==> config.mk <==
export PLATFORM = sky130hd
export DESIGN_NAME = spbc_top
export DESIGN_NICKNAME = d
export VERILOG_FILES = /design/src/verilog/spbc_pkg.sv /design/src/verilog/spbc_reg_if.sv /design/src/verilog/spbc_debounce.sv /design/src/verilog/spbc_wb_regs.sv /design/src/verilog/spbc_top.sv
export SDC_FILE = /design/constraint.sdc
export NUM_CORES = 1
export LEC_CHECK = 0
export BUFFER_PORTS_ARGS = -buffer_cell sky130_fd_sc_hd__buf_2
export CORE_MARGIN = 2
export CORE_UTILIZATION = 39
export CTS_CLUSTER_DIAMETER = 200
export DETAILED_ROUTE_END_ITERATION = 8
export MAX_ROUTING_LAYER = met4
export PLACE_DENSITY_LB_ADDON = 0.3
export SYNTH_ARGS = -nofsm -noshare
export SYNTH_HDL_FRONTEND = slang
export SYNTH_HIERARCHICAL = 1
export SYNTH_SLANG_ARGS = --single-unit
==> constraint.sdc <==
create_clock -name ref_clk_in -period 4 [get_ports ref_clk_in]
set_input_delay 0.6 -clock ref_clk_in [delete_from_list [all_inputs] [get_ports ref_clk_in]]
set_output_delay 0.6 -clock ref_clk_in [all_outputs]
set_load 0.02 [all_outputs]
==> src/verilog/spbc_pkg.sv <==
// Constants, types and register map of the system power and boot control block.
// Assumes a single 100 MHz always-on clock and software access over classic Wishbone.
//
// Functional notes
// Cold reset input held low at least 1 ms causes a global reset.
// Boot sequence follows the select level sampled at startup only.
// Select low or floating: standard sequence, load from on-board flash only.
// Select high: alternate sequence, SD card in 4-bit mode first, then flash.
// Failed card load during alternate sequence falls back to on-board flash.
// Select input has a pull-down; floating means standard, high means alternate.
// Standby request is asserted whenever the device is in standby or off.
// Power-on request is high to request power; it shows only the off mode.
// Short button press while off moves the device to on.
// Short button press while on raises a processor interrupt, no state change.
// Button press longer than five seconds while on moves the device to off.
// Write-protect input is active low; low protects configuration memory, permits flash protection.
// Flash protection needs both the write-protect input and the software enable.
// Button is synchronised, debounced and timed by a counter on the always-on clock.
package spbc_pkg;

  // ----------------------------------------------------------------
  // Timing
  // ----------------------------------------------------------------
  localparam int unsigned CLK_HZ         = 100_000_000;
  localparam int unsigned RST_MIN_US     = 1000;
  localparam int unsigned RST_MIN_CYC    = (RST_MIN_US * (CLK_HZ / 1_000_000));
  localparam int unsigned LONG_PRESS_MS  = 5000;
  localparam int unsigned LONG_PRESS_CYC = (LONG_PRESS_MS * (CLK_HZ / 1000));
  localparam int unsigned DEBOUNCE_MS    = 10;
  localparam int unsigned DEBOUNCE_CYC   = (DEBOUNCE_MS * (CLK_HZ / 1000));
  localparam int unsigned SYNC_ONLY_CYC  = 1;
  localparam int unsigned PIN_LAT_CYC    = 3;

  // ----------------------------------------------------------------
  // Register map (byte addresses) and fields
  // ----------------------------------------------------------------
  localparam logic [3:0] REG_CTRL_ADDR   = 4'h0;
  localparam logic [3:0] REG_STATUS_ADDR = 4'h4;
  localparam logic [3:0] REG_MASK_ADDR   = 4'h8;
  localparam logic [3:0] REG_STATE_ADDR  = 4'hC;
  localparam int CTRL_WP_EN_BIT = 0;
  localparam int CTRL_STBY_BIT  = 1;
  localparam int CTRL_W         = 2;
  localparam logic [CTRL_W-1:0] CTRL_RST = 2'h0;
  localparam int EVT_SHORT      = 0;
  localparam int EVT_LONG       = 1;
  localparam int EVT_CARD_FAIL  = 2;
  localparam int EVT_COLD       = 3;
  localparam int EVT_W          = 4;
  localparam logic [EVT_W-1:0] EVT_RST = 4'h0;
  localparam int STATE_PWR_LSB  = 0;
  localparam int STATE_ALT_BIT  = 3;
  localparam int STATE_BOOT_LSB = 4;
  localparam int STATE_FWP_BIT  = 9;
  localparam int STATE_EWP_BIT  = 10;
  localparam int STATE_W        = 11;

  // ----------------------------------------------------------------
  // State encodings
  // ----------------------------------------------------------------
  typedef enum logic [2:0] {
    PWR_OFF  = 3'b001,
    PWR_ON   = 3'b010,
    PWR_STBY = 3'b100
  } spbc_pwr_type;

  typedef enum logic [4:0] {
    BOOT_IDLE  = 5'b00001,
    BOOT_CARD  = 5'b00010,
    BOOT_FLASH = 5'b00100,
    BOOT_DONE  = 5'b01000,
    BOOT_FAIL  = 5'b10000
  } spbc_boot_type;

endpackage

==> src/verilog/spbc_reg_if.sv <==
// Interface between the control core and its Wishbone register file.
// Assumes both ends run on the same clock.
`timescale 1ns/1ps
interface spbc_reg_if;
  import spbc_pkg::*;
  logic [CTRL_W-1:0]  ctrl;
  logic               glob_rst;
  logic [EVT_W-1:0]   events;
  logic [STATE_W-1:0] state_word;
  logic               irq;
  modport regs (output ctrl, output irq, input glob_rst, input events, input state_word);
  modport core (input ctrl, input irq, output glob_rst, output events, output state_word);
endinterface

==> src/verilog/spbc_debounce.sv <==
// Two-flop synchroniser followed by a stability filter.
// Assumes the raw input is asynchronous to the clock.
`timescale 1ns/1ps
module spbc_debounce
  import spbc_pkg::*;
#(
  parameter int unsigned STABLE_CYC = SYNC_ONLY_CYC
) (
  input  wire logic ref_clk_in,
  input  wire logic sys_rst_in,
  input  wire logic raw_in,
  input  wire logic rst_level_in,
  output logic      stable_out
);

  logic        meta_reg;
  logic        sync_reg;
  logic [31:0] cnt_reg;

  // The first flop is read only by the second one.
  always_ff @(posedge ref_clk_in or posedge sys_rst_in) begin
    if (sys_rst_in) begin
      meta_reg <= 1'b0;
      sync_reg <= 1'b0;
    end else begin
      meta_reg <= raw_in;
      sync_reg <= meta_reg;
    end
  end

  // A new level is accepted only after it stood for the whole window.
  always_ff @(posedge ref_clk_in or posedge sys_rst_in) begin
    if (sys_rst_in) begin
      cnt_reg    <= 32'h0000_0000;
      stable_out <= 1'b0;
    end else if (sync_reg == stable_out) begin
      cnt_reg <= 32'h0000_0000;
    end else if (cnt_reg == 32'(STABLE_CYC - 1)) begin
      cnt_reg    <= 32'h0000_0000;
      stable_out <= sync_reg;
    end else begin
      cnt_reg <= cnt_reg + 32'h0000_0001;
    end
  end

  // The rst_level_in port is unused by the filter; it documents the idle level.
  debounce_window_a: assert property (@(posedge ref_clk_in) disable iff (sys_rst_in)
    $changed(stable_out) |-> $past(cnt_reg) == 32'(STABLE_CYC - 1))
    else $error("Filtered level changed before the stability window ended.");

endmodule

==> src/verilog/spbc_wb_regs.sv <==
// Classic Wishbone slave holding control, sticky status, mask and state readout.
// Assumes a single-cycle classic master that holds its request until ack.
`timescale 1ns/1ps
module spbc_wb_regs
  import spbc_pkg::*;
(
  input  wire logic        ref_clk_in,
  input  wire logic        sys_rst_in,
  input  wire logic        wb_cyc_in,
  input  wire logic        wb_stb_in,
  input  wire logic        wb_we_in,
  input  wire logic [3:0]  wb_adr_in,
  input  wire logic [3:0]  wb_sel_in,
  input  wire logic [31:0] wb_dat_in,
  output logic [31:0]      wb_dat_out,
  output logic             wb_ack_out,
  spbc_reg_if.regs         rif
);

  logic [EVT_W-1:0] status_reg;
  logic [EVT_W-1:0] mask_reg;
  logic             req;
  logic             wr_lane0;

  // Ack comes one cycle after the request and drops in the cycle after.
  assign req      = wb_cyc_in & wb_stb_in & ~wb_ack_out;
  assign wr_lane0 = req & wb_we_in & wb_sel_in[0];
  assign rif.irq  = |(status_reg & mask_reg);

  // ----------------------------------------------------------------
  // Bus answer
  // ----------------------------------------------------------------
  always_ff @(posedge ref_clk_in or posedge sys_rst_in) begin
    if (sys_rst_in) begin
      wb_ack_out <= 1'b0;
      wb_dat_out <= 32'h0000_0000;
    end else begin
      wb_ack_out <= req;
      if (req && !wb_we_in) begin
        case (wb_adr_in)
          REG_CTRL_ADDR:   wb_dat_out <= 32'(rif.ctrl);
          REG_STATUS_ADDR: wb_dat_out <= 32'(status_reg);
          REG_MASK_ADDR:   wb_dat_out <= 32'(mask_reg);
          REG_STATE_ADDR:  wb_dat_out <= 32'(rif.state_word);
          default:         wb_dat_out <= 32'h0000_0000;
        endcase
      end
    end
  end

  // Control and mask return to defaults on a cold reset as well.
  always_ff @(posedge ref_clk_in or posedge sys_rst_in) begin
    if (sys_rst_in) begin
      rif.ctrl <= CTRL_RST;
      mask_reg <= EVT_RST;
    end else if (rif.glob_rst) begin
      rif.ctrl <= CTRL_RST;
      mask_reg <= EVT_RST;
    end else if (wr_lane0) begin
      if (wb_adr_in == REG_CTRL_ADDR) begin
        rif.ctrl <= wb_dat_in[CTRL_W-1:0];
      end
      if (wb_adr_in == REG_MASK_ADDR) begin
        mask_reg <= wb_dat_in[EVT_W-1:0];
      end
    end
  end

  // Sticky status: write one to clear, a same-cycle event wins.
  always_ff @(posedge ref_clk_in or posedge sys_rst_in) begin
    if (sys_rst_in) begin
      status_reg <= EVT_RST;
    end else if (wr_lane0 && wb_adr_in == REG_STATUS_ADDR) begin
      status_reg <= (status_reg & ~wb_dat_in[EVT_W-1:0]) | rif.events;
    end else begin
      status_reg <= status_reg | rif.events;
    end
  end

endmodule

==> src/verilog/spbc_top.sv <==
// Power state, boot sequence, cold reset and write-protect control of the module.
// Assumes an always-on 100 MHz clock, carrier pins asynchronous, boot loader logic
// on the same clock, and software on classic Wishbone.
//
// Chosen here: register access over Wishbone and the register addresses.
`timescale 1ns/1ps
module spbc_top
  import spbc_pkg::*;
#(
  parameter int unsigned RST_MIN_CYCLES  = RST_MIN_CYC,
  parameter int unsigned LONG_CYCLES     = LONG_PRESS_CYC,
  parameter int unsigned DEBOUNCE_CYCLES = DEBOUNCE_CYC
) (
  input  wire logic        ref_clk_in,
  input  wire logic        sys_rst_in,
  input  wire logic        cold_reset_n_in,
  input  wire logic        boot_sequence_select_in,
  input  wire logic        power_button_in,
  input  wire logic        write_protect_n_in,
  input  wire logic        boot_ok_in,
  input  wire logic        boot_fail_in,
  input  wire logic        wb_cyc_in,
  input  wire logic        wb_stb_in,
  input  wire logic        wb_we_in,
  input  wire logic [3:0]  wb_adr_in,
  input  wire logic [3:0]  wb_sel_in,
  input  wire logic [31:0] wb_dat_in,
  output logic [31:0]      wb_dat_out,
  output logic             wb_ack_out,
  output logic             global_rst_out,
  output logic             standby_request_out,
  output logic             power_on_request_out,
  output logic             boot_card_req_out,
  output logic             boot_card_4bit_out,
  output logic             boot_flash_req_out,
  output logic             eeprom_wp_out,
  output logic             flash_wp_out,
  output logic             irq_out
);

  spbc_reg_if rif ();

  logic          cold_low_sync;
  logic          alt_sync;
  logic          button_stable;
  logic          wp_on_sync;
  logic [31:0]   low_cnt_reg;
  logic          glob_rst_reg;
  logic          strap_pending_reg;
  logic [1:0]    strap_wait_reg;
  logic          boot_sequence_select_reg;
  logic [31:0]   press_cnt_reg;
  logic          press_prev_reg;
  logic          long_done_reg;
  logic          short_press;
  logic          long_press;
  spbc_pwr_type  pwr_state_reg;
  spbc_boot_type boot_state_reg;
  logic [EVT_W-1:0] events_next;

  // ----------------------------------------------------------------
  // Pin synchronisers and button filter
  // ----------------------------------------------------------------
  // Levels idle low after reset; the cold reset pin is inverted so its idle is low too.
  spbc_debounce #(.STABLE_CYC(SYNC_ONLY_CYC)) u_sync_cold (
    .ref_clk_in   (ref_clk_in),
    .sys_rst_in   (sys_rst_in),
    .raw_in       (~cold_reset_n_in),
    .rst_level_in (1'b0),
    .stable_out   (cold_low_sync)
  );

  // Floating select reads low thanks to the pad pull-down, giving the standard sequence.
  spbc_debounce #(.STABLE_CYC(SYNC_ONLY_CYC)) u_sync_alt (
    .ref_clk_in   (ref_clk_in),
    .sys_rst_in   (sys_rst_in),
    .raw_in       (boot_sequence_select_in),
    .rst_level_in (1'b0),
    .stable_out   (alt_sync)
  );

  // Contact bounce is filtered so one press never counts twice.
  spbc_debounce #(.STABLE_CYC(DEBOUNCE_CYCLES)) u_deb_button (
    .ref_clk_in   (ref_clk_in),
    .sys_rst_in   (sys_rst_in),
    .raw_in       (power_button_in),
    .rst_level_in (1'b0),
    .stable_out   (button_stable)
  );

  // Inverted so an idle pull-up reads as not protecting.
  spbc_debounce #(.STABLE_CYC(SYNC_ONLY_CYC)) u_sync_wp (
    .ref_clk_in   (ref_clk_in),
    .sys_rst_in   (sys_rst_in),
    .raw_in       (~write_protect_n_in),
    .rst_level_in (1'b0),
    .stable_out   (wp_on_sync)
  );

  // ----------------------------------------------------------------
  // Cold reset qualification
  // ----------------------------------------------------------------
  // Only a low level that lasts the full minimum time resets; glitches are ignored.
  // Here cold_low_sync is high while the pin is low.
  always_ff @(posedge ref_clk_in or posedge sys_rst_in) begin
    if (sys_rst_in) begin
      low_cnt_reg  <= 32'h0000_0000;
      glob_rst_reg <= 1'b0;
    end else if (!cold_low_sync) begin
      low_cnt_reg  <= 32'h0000_0000;
      glob_rst_reg <= 1'b0;
    end else if (low_cnt_reg == 32'(RST_MIN_CYCLES - 1)) begin
      glob_rst_reg <= 1'b1;
    end else begin
      low_cnt_reg <= low_cnt_reg + 32'h0000_0001;
    end
  end

  assign global_rst_out = glob_rst_reg;
  assign rif.glob_rst   = glob_rst_reg;

  // ----------------------------------------------------------------
  // Boot strap capture
  // ----------------------------------------------------------------
  // The strap is taken once, after the synchroniser has refilled following any reset.
  // Without the wait a power-on reset would read the zero the synchroniser was held at.
  always_ff @(posedge ref_clk_in or posedge sys_rst_in) begin
    if (sys_rst_in) begin
      strap_pending_reg <= 1'b1;
      strap_wait_reg    <= 2'h0;
      boot_sequence_select_reg      <= 1'b0;
    end else if (glob_rst_reg) begin
      strap_pending_reg <= 1'b1;
      strap_wait_reg    <= 2'h0;
    end else if (strap_wait_reg != 2'(PIN_LAT_CYC)) begin
      strap_wait_reg <= strap_wait_reg + 2'h1;
    end else if (strap_pending_reg) begin
      strap_pending_reg <= 1'b0;
      boot_sequence_select_reg      <= alt_sync;
    end
  end

  // ----------------------------------------------------------------
  // Button press timing
  // ----------------------------------------------------------------
  // A long press acts while still held; its release is then not a short press.
  always_ff @(posedge ref_clk_in or posedge sys_rst_in) begin
    if (sys_rst_in) begin
      press_cnt_reg  <= 32'h0000_0000;
      press_prev_reg <= 1'b0;
      long_done_reg  <= 1'b0;
    end else begin
      press_prev_reg <= button_stable;
      if (!button_stable) begin
        press_cnt_reg <= 32'h0000_0000;
        long_done_reg <= 1'b0;
      end else if (long_press) begin
        long_done_reg <= 1'b1;
      end else if (!long_done_reg) begin
        press_cnt_reg <= press_cnt_reg + 32'h0000_0001;
      end
    end
  end

  assign long_press  = button_stable & ~long_done_reg & (press_cnt_reg == 32'(LONG_CYCLES));
  assign short_press = press_prev_reg & ~button_stable & ~long_done_reg;

  // ----------------------------------------------------------------
  // Power state
  // ----------------------------------------------------------------
  // Standby is entered and left under software control from the on state.
  always_ff @(posedge ref_clk_in or posedge sys_rst_in) begin
    if (sys_rst_in) begin
      pwr_state_reg <= PWR_ON;
    end else if (glob_rst_reg) begin
      pwr_state_reg <= PWR_ON;
    end else begin
      case (pwr_state_reg)
        PWR_OFF: begin
          if (short_press) begin
            pwr_state_reg <= PWR_ON;
          end
        end
        PWR_ON: begin
          if (long_press) begin
            pwr_state_reg <= PWR_OFF;
          end else if (rif.ctrl[CTRL_STBY_BIT]) begin
            pwr_state_reg <= PWR_STBY;
          end
        end
        PWR_STBY: begin
          if (long_press) begin
            pwr_state_reg <= PWR_OFF;
          end else if (!rif.ctrl[CTRL_STBY_BIT]) begin
            pwr_state_reg <= PWR_ON;
          end
        end
        default: pwr_state_reg <= PWR_OFF;
      endcase
    end
  end

  // Standby voltage is requested in standby and off; power-on drops only when off.
  assign standby_request_out  = (pwr_state_reg != PWR_ON);
  assign power_on_request_out = (pwr_state_reg != PWR_OFF);

  // ----------------------------------------------------------------
  // Boot sequence
  // ----------------------------------------------------------------
  // The sequence restarts on each power-up, always with the strap from the last reset.
  always_ff @(posedge ref_clk_in or posedge sys_rst_in) begin
    if (sys_rst_in) begin
      boot_state_reg <= BOOT_IDLE;
    end else if (glob_rst_reg || pwr_state_reg == PWR_OFF) begin
      boot_state_reg <= BOOT_IDLE;
    end else begin
      case (boot_state_reg)
        BOOT_IDLE: begin
          if (!strap_pending_reg && pwr_state_reg == PWR_ON) begin
            boot_state_reg <= boot_sequence_select_reg ? BOOT_CARD : BOOT_FLASH;
          end
        end
        BOOT_CARD: begin
          if (boot_ok_in) begin
            boot_state_reg <= BOOT_DONE;
          end else if (boot_fail_in) begin
            boot_state_reg <= BOOT_FLASH;
          end
        end
        BOOT_FLASH: begin
          if (boot_ok_in) begin
            boot_state_reg <= BOOT_DONE;
          end else if (boot_fail_in) begin
            boot_state_reg <= BOOT_FAIL;
          end
        end
        BOOT_DONE: boot_state_reg <= BOOT_DONE;
        BOOT_FAIL: boot_state_reg <= BOOT_FAIL;
        default:   boot_state_reg <= BOOT_IDLE;
      endcase
    end
  end

  // The card is only ever driven as a 4-bit bus during its attempt.
  assign boot_card_req_out  = (boot_state_reg == BOOT_CARD);
  assign boot_card_4bit_out = (boot_state_reg == BOOT_CARD);
  assign boot_flash_req_out = (boot_state_reg == BOOT_FLASH);

  // ----------------------------------------------------------------
  // Write protection
  // ----------------------------------------------------------------
  // The pin alone protects the configuration memory, never the flash.
  assign eeprom_wp_out = wp_on_sync;
  assign flash_wp_out  = wp_on_sync & rif.ctrl[CTRL_WP_EN_BIT];

  // ----------------------------------------------------------------
  // Events, state readout and interrupt
  // ----------------------------------------------------------------
  always_comb begin
    events_next                = EVT_RST;
    events_next[EVT_SHORT]     = short_press & (pwr_state_reg != PWR_OFF);
    events_next[EVT_LONG]      = long_press & (pwr_state_reg != PWR_OFF);
    events_next[EVT_CARD_FAIL] = (boot_state_reg == BOOT_CARD) & boot_fail_in & ~boot_ok_in;
    events_next[EVT_COLD]      = glob_rst_reg & ~strap_pending_reg;
  end

  assign rif.events     = events_next;
  assign rif.state_word = {eeprom_wp_out, flash_wp_out, boot_state_reg, boot_sequence_select_reg, pwr_state_reg};
  assign irq_out        = rif.irq;

  spbc_wb_regs u_regs (
    .ref_clk_in (ref_clk_in),
    .sys_rst_in (sys_rst_in),
    .wb_cyc_in  (wb_cyc_in),
    .wb_stb_in  (wb_stb_in),
    .wb_we_in   (wb_we_in),
    .wb_adr_in  (wb_adr_in),
    .wb_sel_in  (wb_sel_in),
    .wb_dat_in  (wb_dat_in),
    .wb_dat_out (wb_dat_out),
    .wb_ack_out (wb_ack_out),
    .rif        (rif)
  );

  // ----------------------------------------------------------------
  // Assertions
  // ----------------------------------------------------------------
  cold_rst_time_a: assert property (@(posedge ref_clk_in) disable iff (sys_rst_in)
    $rose(glob_rst_reg) |-> $past(low_cnt_reg) == 32'(RST_MIN_CYCLES - 1) && $past(cold_low_sync))
    else $error("Global reset rose without a full-length low pulse.");

  strap_hold_a: assert property (@(posedge ref_clk_in) disable iff (sys_rst_in)
    !strap_pending_reg && $past(!strap_pending_reg) |-> $stable(boot_sequence_select_reg))
    else $error("Boot strap changed after it was captured.");

  std_boot_a: assert property (@(posedge ref_clk_in) disable iff (sys_rst_in)
    $rose(boot_flash_req_out) && $past(boot_state_reg) == BOOT_IDLE |-> !boot_sequence_select_reg)
    else $error("Standard sequence started with the alternate strap.");

  boot_sequence_select_a: assert property (@(posedge ref_clk_in) disable iff (sys_rst_in)
    boot_card_req_out |-> boot_sequence_select_reg && boot_card_4bit_out)
    else $error("Card boot attempted without the alternate strap.");

  card_fallback_a: assert property (@(posedge ref_clk_in) disable iff (sys_rst_in)
    boot_card_req_out && boot_fail_in && !boot_ok_in && !glob_rst_reg && pwr_state_reg != PWR_OFF
    |=> boot_flash_req_out && rif.events == EVT_RST)
    else $error("Failed card load did not fall back to flash.");

  stby_req_a: assert property (@(posedge ref_clk_in) disable iff (sys_rst_in)
    $fell(rif.ctrl[CTRL_STBY_BIT]) && pwr_state_reg == PWR_STBY && !long_press && !glob_rst_reg
    |=> !standby_request_out && power_on_request_out)
    else $error("Leaving standby did not drop the standby request.");

  off_state_a: assert property (@(posedge ref_clk_in) disable iff (sys_rst_in)
    $fell(power_on_request_out) |-> $past(long_press) && standby_request_out)
    else $error("Power-on request fell without a long press.");

  wake_short_a: assert property (@(posedge ref_clk_in) disable iff (sys_rst_in)
    short_press && pwr_state_reg == PWR_OFF && !glob_rst_reg |=> pwr_state_reg == PWR_ON ##1 !short_press)
    else $error("Short press while off did not power up.");

  irq_short_a: assert property (@(posedge ref_clk_in) disable iff (sys_rst_in)
    short_press && pwr_state_reg == PWR_ON && !rif.ctrl[CTRL_STBY_BIT] && !glob_rst_reg
    |-> rif.events[EVT_SHORT] ##1 pwr_state_reg == PWR_ON)
    else $error("Short press while on did not interrupt or changed state.");

  long_off_a: assert property (@(posedge ref_clk_in) disable iff (sys_rst_in)
    $rose(long_press) && pwr_state_reg == PWR_ON && !glob_rst_reg
    |-> $past(press_cnt_reg) == 32'(LONG_CYCLES - 1) ##1 pwr_state_reg == PWR_OFF)
    else $error("Long press did not switch the device off at the exact count.");

  eeprom_wp_a: assert property (@(posedge ref_clk_in) disable iff (sys_rst_in)
    $changed(eeprom_wp_out) |-> eeprom_wp_out == !$past(write_protect_n_in, PIN_LAT_CYC))
    else $error("Configuration memory protection does not follow the pin.");

  flash_wp_a: assert property (@(posedge ref_clk_in) disable iff (sys_rst_in)
    flash_wp_out |-> eeprom_wp_out && rif.ctrl[CTRL_WP_EN_BIT])
    else $error("Flash protected without both pin and software enable.");

endmodule

==> results by stage <==
Placement:
- Including well taps, the total number of placed cells is around 1800.
- Buffers placed on the I/O ports in this run total 40.
- After legalization and detailed placement, the total HPWL measured 18250 µm.
- Routability-driven placement finished with a final weighted congestion of 0.8261.
- After detailed placement, the total cell area comes to roughly 14000 µm².

Setup path:
- The critical setup path kind is reg -> reg.
- STA classifies the critical path endpoint as a flip-flop.
- STA puts the critical path data required time at 4.42 ns.
- The largest fanout of any net on the critical path is 17.
- The slowest stage of the critical path belongs to the cell or4_1.
- Traced cell by cell, the critical path runs through or4_1 > or4b_1 > nor3_2 > or2_1 > buf_4 > nor2_1.
- For this run, the slowest stage of the critical path takes roughly 0.54 ns.
- The type of element launching the critical path is a flip-flop.
- Together, buffers and inverters on the worst path number 1.
- The family of cells with the greatest summed delay on the critical path is simple AND/OR/NAND/NOR gates.
- At the worst endpoint, the arrival time is just over 3 ns.

Flow run:
- Max-cap violations in this run came to 0.

STA:
- The final number of max-transition violations is 0.
- The achievable clock frequency is around 380 MHz.
- Setup repair after global routing left no endpoint under its margin.
- The final-report setup violation count is 0.
- The worst setup skew after layout is 0.007336 ns.
- Setup total negative slack on the finished layout was measured at 0 ns.
- The measured slew at the worst slew-check pin is 1.084 ns.
- Measured against its own limit, the worst slew margin works out to between 20% and 30%.
- The clock period minus final worst setup slack is approximately 2.6 ns.
- The count of endpoints failing hold in the final timing report came to 0.
- Of the available clock period, the critical path in the final layout requires between 60% and 70%.

Die:
- 93 I/O pins were placed.
- The overall die width is 188.1 µm.
- Once the floorplan was initialized, standard cells occupied between 30% and 40% of the core.
- The core region is 33450 µm².
- The area of the die is 35370 µm².
- The height of the die is 188.1 µm.
- The number of core rows is 67.

Power and ir drop:
- The power per unit of standard cell area is approximately 370 nW/µm².
- Across the VDD grid, the largest voltage drop is 0.0003051 V.
- The analysis attributes to cell leakage a power of 5.989 nW.

Drt:
- For this run, the detailed router's first-pass iteration total came to 5.
- The via count of the routed design is 10050.
- The detailed-route vias per instance is 5.436.
- The number of nets with antenna violations after detailed routing is 0.
- The count of routing violations after the opening detailed-route iteration is approximately 690.
- For this run, design rule violations remaining after detail routing come to 0.
- After detailed routing, the total wire length is ~27000 µm.
- The average routed wire per standard cell is 14.72 µm.

Global routing:
- Global routing used 15.78% of the available tracks.
- The maximum number of pins on one net before global-route repair is 45.
- The via count of the first global-routing pass is 9669.
- Global routing finished with a remaining overflow of 0.
- The first-pass GRT wire length is 46920 µm.
- The number of antenna violations at the first check in global routing is 0.

Finish:
- Once layout is complete, the cells apart from fillers number between 1500 and 2000.
- In the layout the commonest cells are dfrtp_1, nor2_1, nand2_1.
- The final design area excluding fillers is between 10000 and 15000 µm².
- Of the cells placed in the final design, the portion with a size suffix greater than 1 is 12.29%.
- After the last flow step, the layout net total stands at 1440.
- The area growth from synthesis to final layout is 10.64%.
- Leaving out fill and tap cells, the most frequent cell in the layout is dfrtp_1.
- 0 antenna diodes ended up in the layout.

Clock network:
- The hold buffer count at CTS is 0.
- Clock-pin slew was measured on the worst setup and hold paths at 0.06 ns.
- The total clock buffers created by CTS is 28.
- The clock tree from TritonCTS is yes.
- The clock root buffer is clkbuf_16.
- The number of levels the H-tree was split into is 1.
- Counting every sink on the clock net gives around 240.
- Gates resized during post-CTS repair numbered 0.
- Clock latency on the worst-skew pair, taken at its later pin, is 0.54 ns.
- The number of setup buffers added after CTS is 0.
- The buffer depth of the longest clock path is 3.

Yosys:
- The cell count after synthesis is between 1000 and 1500.
- The mean instance size in the synthesized netlist is 9.782 µm².
- The netlist area before placement is 13220 µm².
- The number of synthesis warnings is 6.

Status:
- The flow ran to the end, and the final reports show no timing, DRC or antenna violations.

Worst hold path:
- The path class of the tightest hold or removal check is in -> async.
==> routing by layer <==
layer / global-route usage (%) / wire (µm) / up-vias / part of all wire (%)
met5: - / 0 / - / 0
met1: 21.69 / 13350 / 4968 / 49
met2: 24.99 / 12520 / 133 / 46
met3: 2.021 / 885 / 34 / 3.3
met4: 3.422 / 449 / 0 / 1.7
li1: - / - / 4911 / -
==> path summary, 6_finish.rpt <==
check,cells after the start,end,slack (ns),startpoint
max,6,u_deb_button/cnt_reg[11],1.39,u_deb_button/cnt_reg[25]
min,2,u_sync_alt/sync_reg,0.07,sys_rst_in
max reg2reg,6,u_deb_button/cnt_reg[11],1.39,u_deb_button/cnt_reg[25]
min reg2reg,0,u_deb_button/sync_reg,0.35,u_deb_button/meta_reg
max in group asynchronous,3,boot_state_reg[0],2.76,sys_rst_in
min in group ref_clk_in,1,u_deb_button/meta_reg,0.18,power_button_in
==> where the power goes <==
part	switching [mW]	internal, mW	total (mW)
clock network	1.04	1.70	2.74
logic	0.116	0.0383	0.155
registers	0.0152	2.46	2.47
total	1.18	4.19	5.37
==> stage by stage <==
stage          util [%]  hold WS (ns)  setup WS (ns)  power (mW)
3_3_place_gp      40.70        0.3329          1.415       2.671
5_1_grt           43.71       0.06478          1.178       5.571
3_5_place_dp      40.70        0.3379          1.401       2.674
6_report          43.71       0.06848          1.391       5.369
4_1_cts           43.71       0.04923          1.367       5.457
2_1_floorplan         -        0.3312          1.382       2.640
==> worst register-to-register path, cell delays in order (launching register included) <==
cell and delay [ns]:
dfrtp_1 0.42, or4_1 0.54, or4b_1 0.51, nor3_2 0.14
or2_1 0.49, buf_4 0.32, nor2_1 0.08
==> final cells by class <==
class / instances / area, µm²
inverter: 49 / 185.2
fill: 3204 / 18830
timing repair buffer: 52 / 290.3
clock inverter: 19 / 239.0
clock buffer: 33 / 770.7
sequential: 241 / 6035
multi-input combinational: 1006 / 6541
tap: 448 / 560.5
Power figures use the tool's default switching activity.
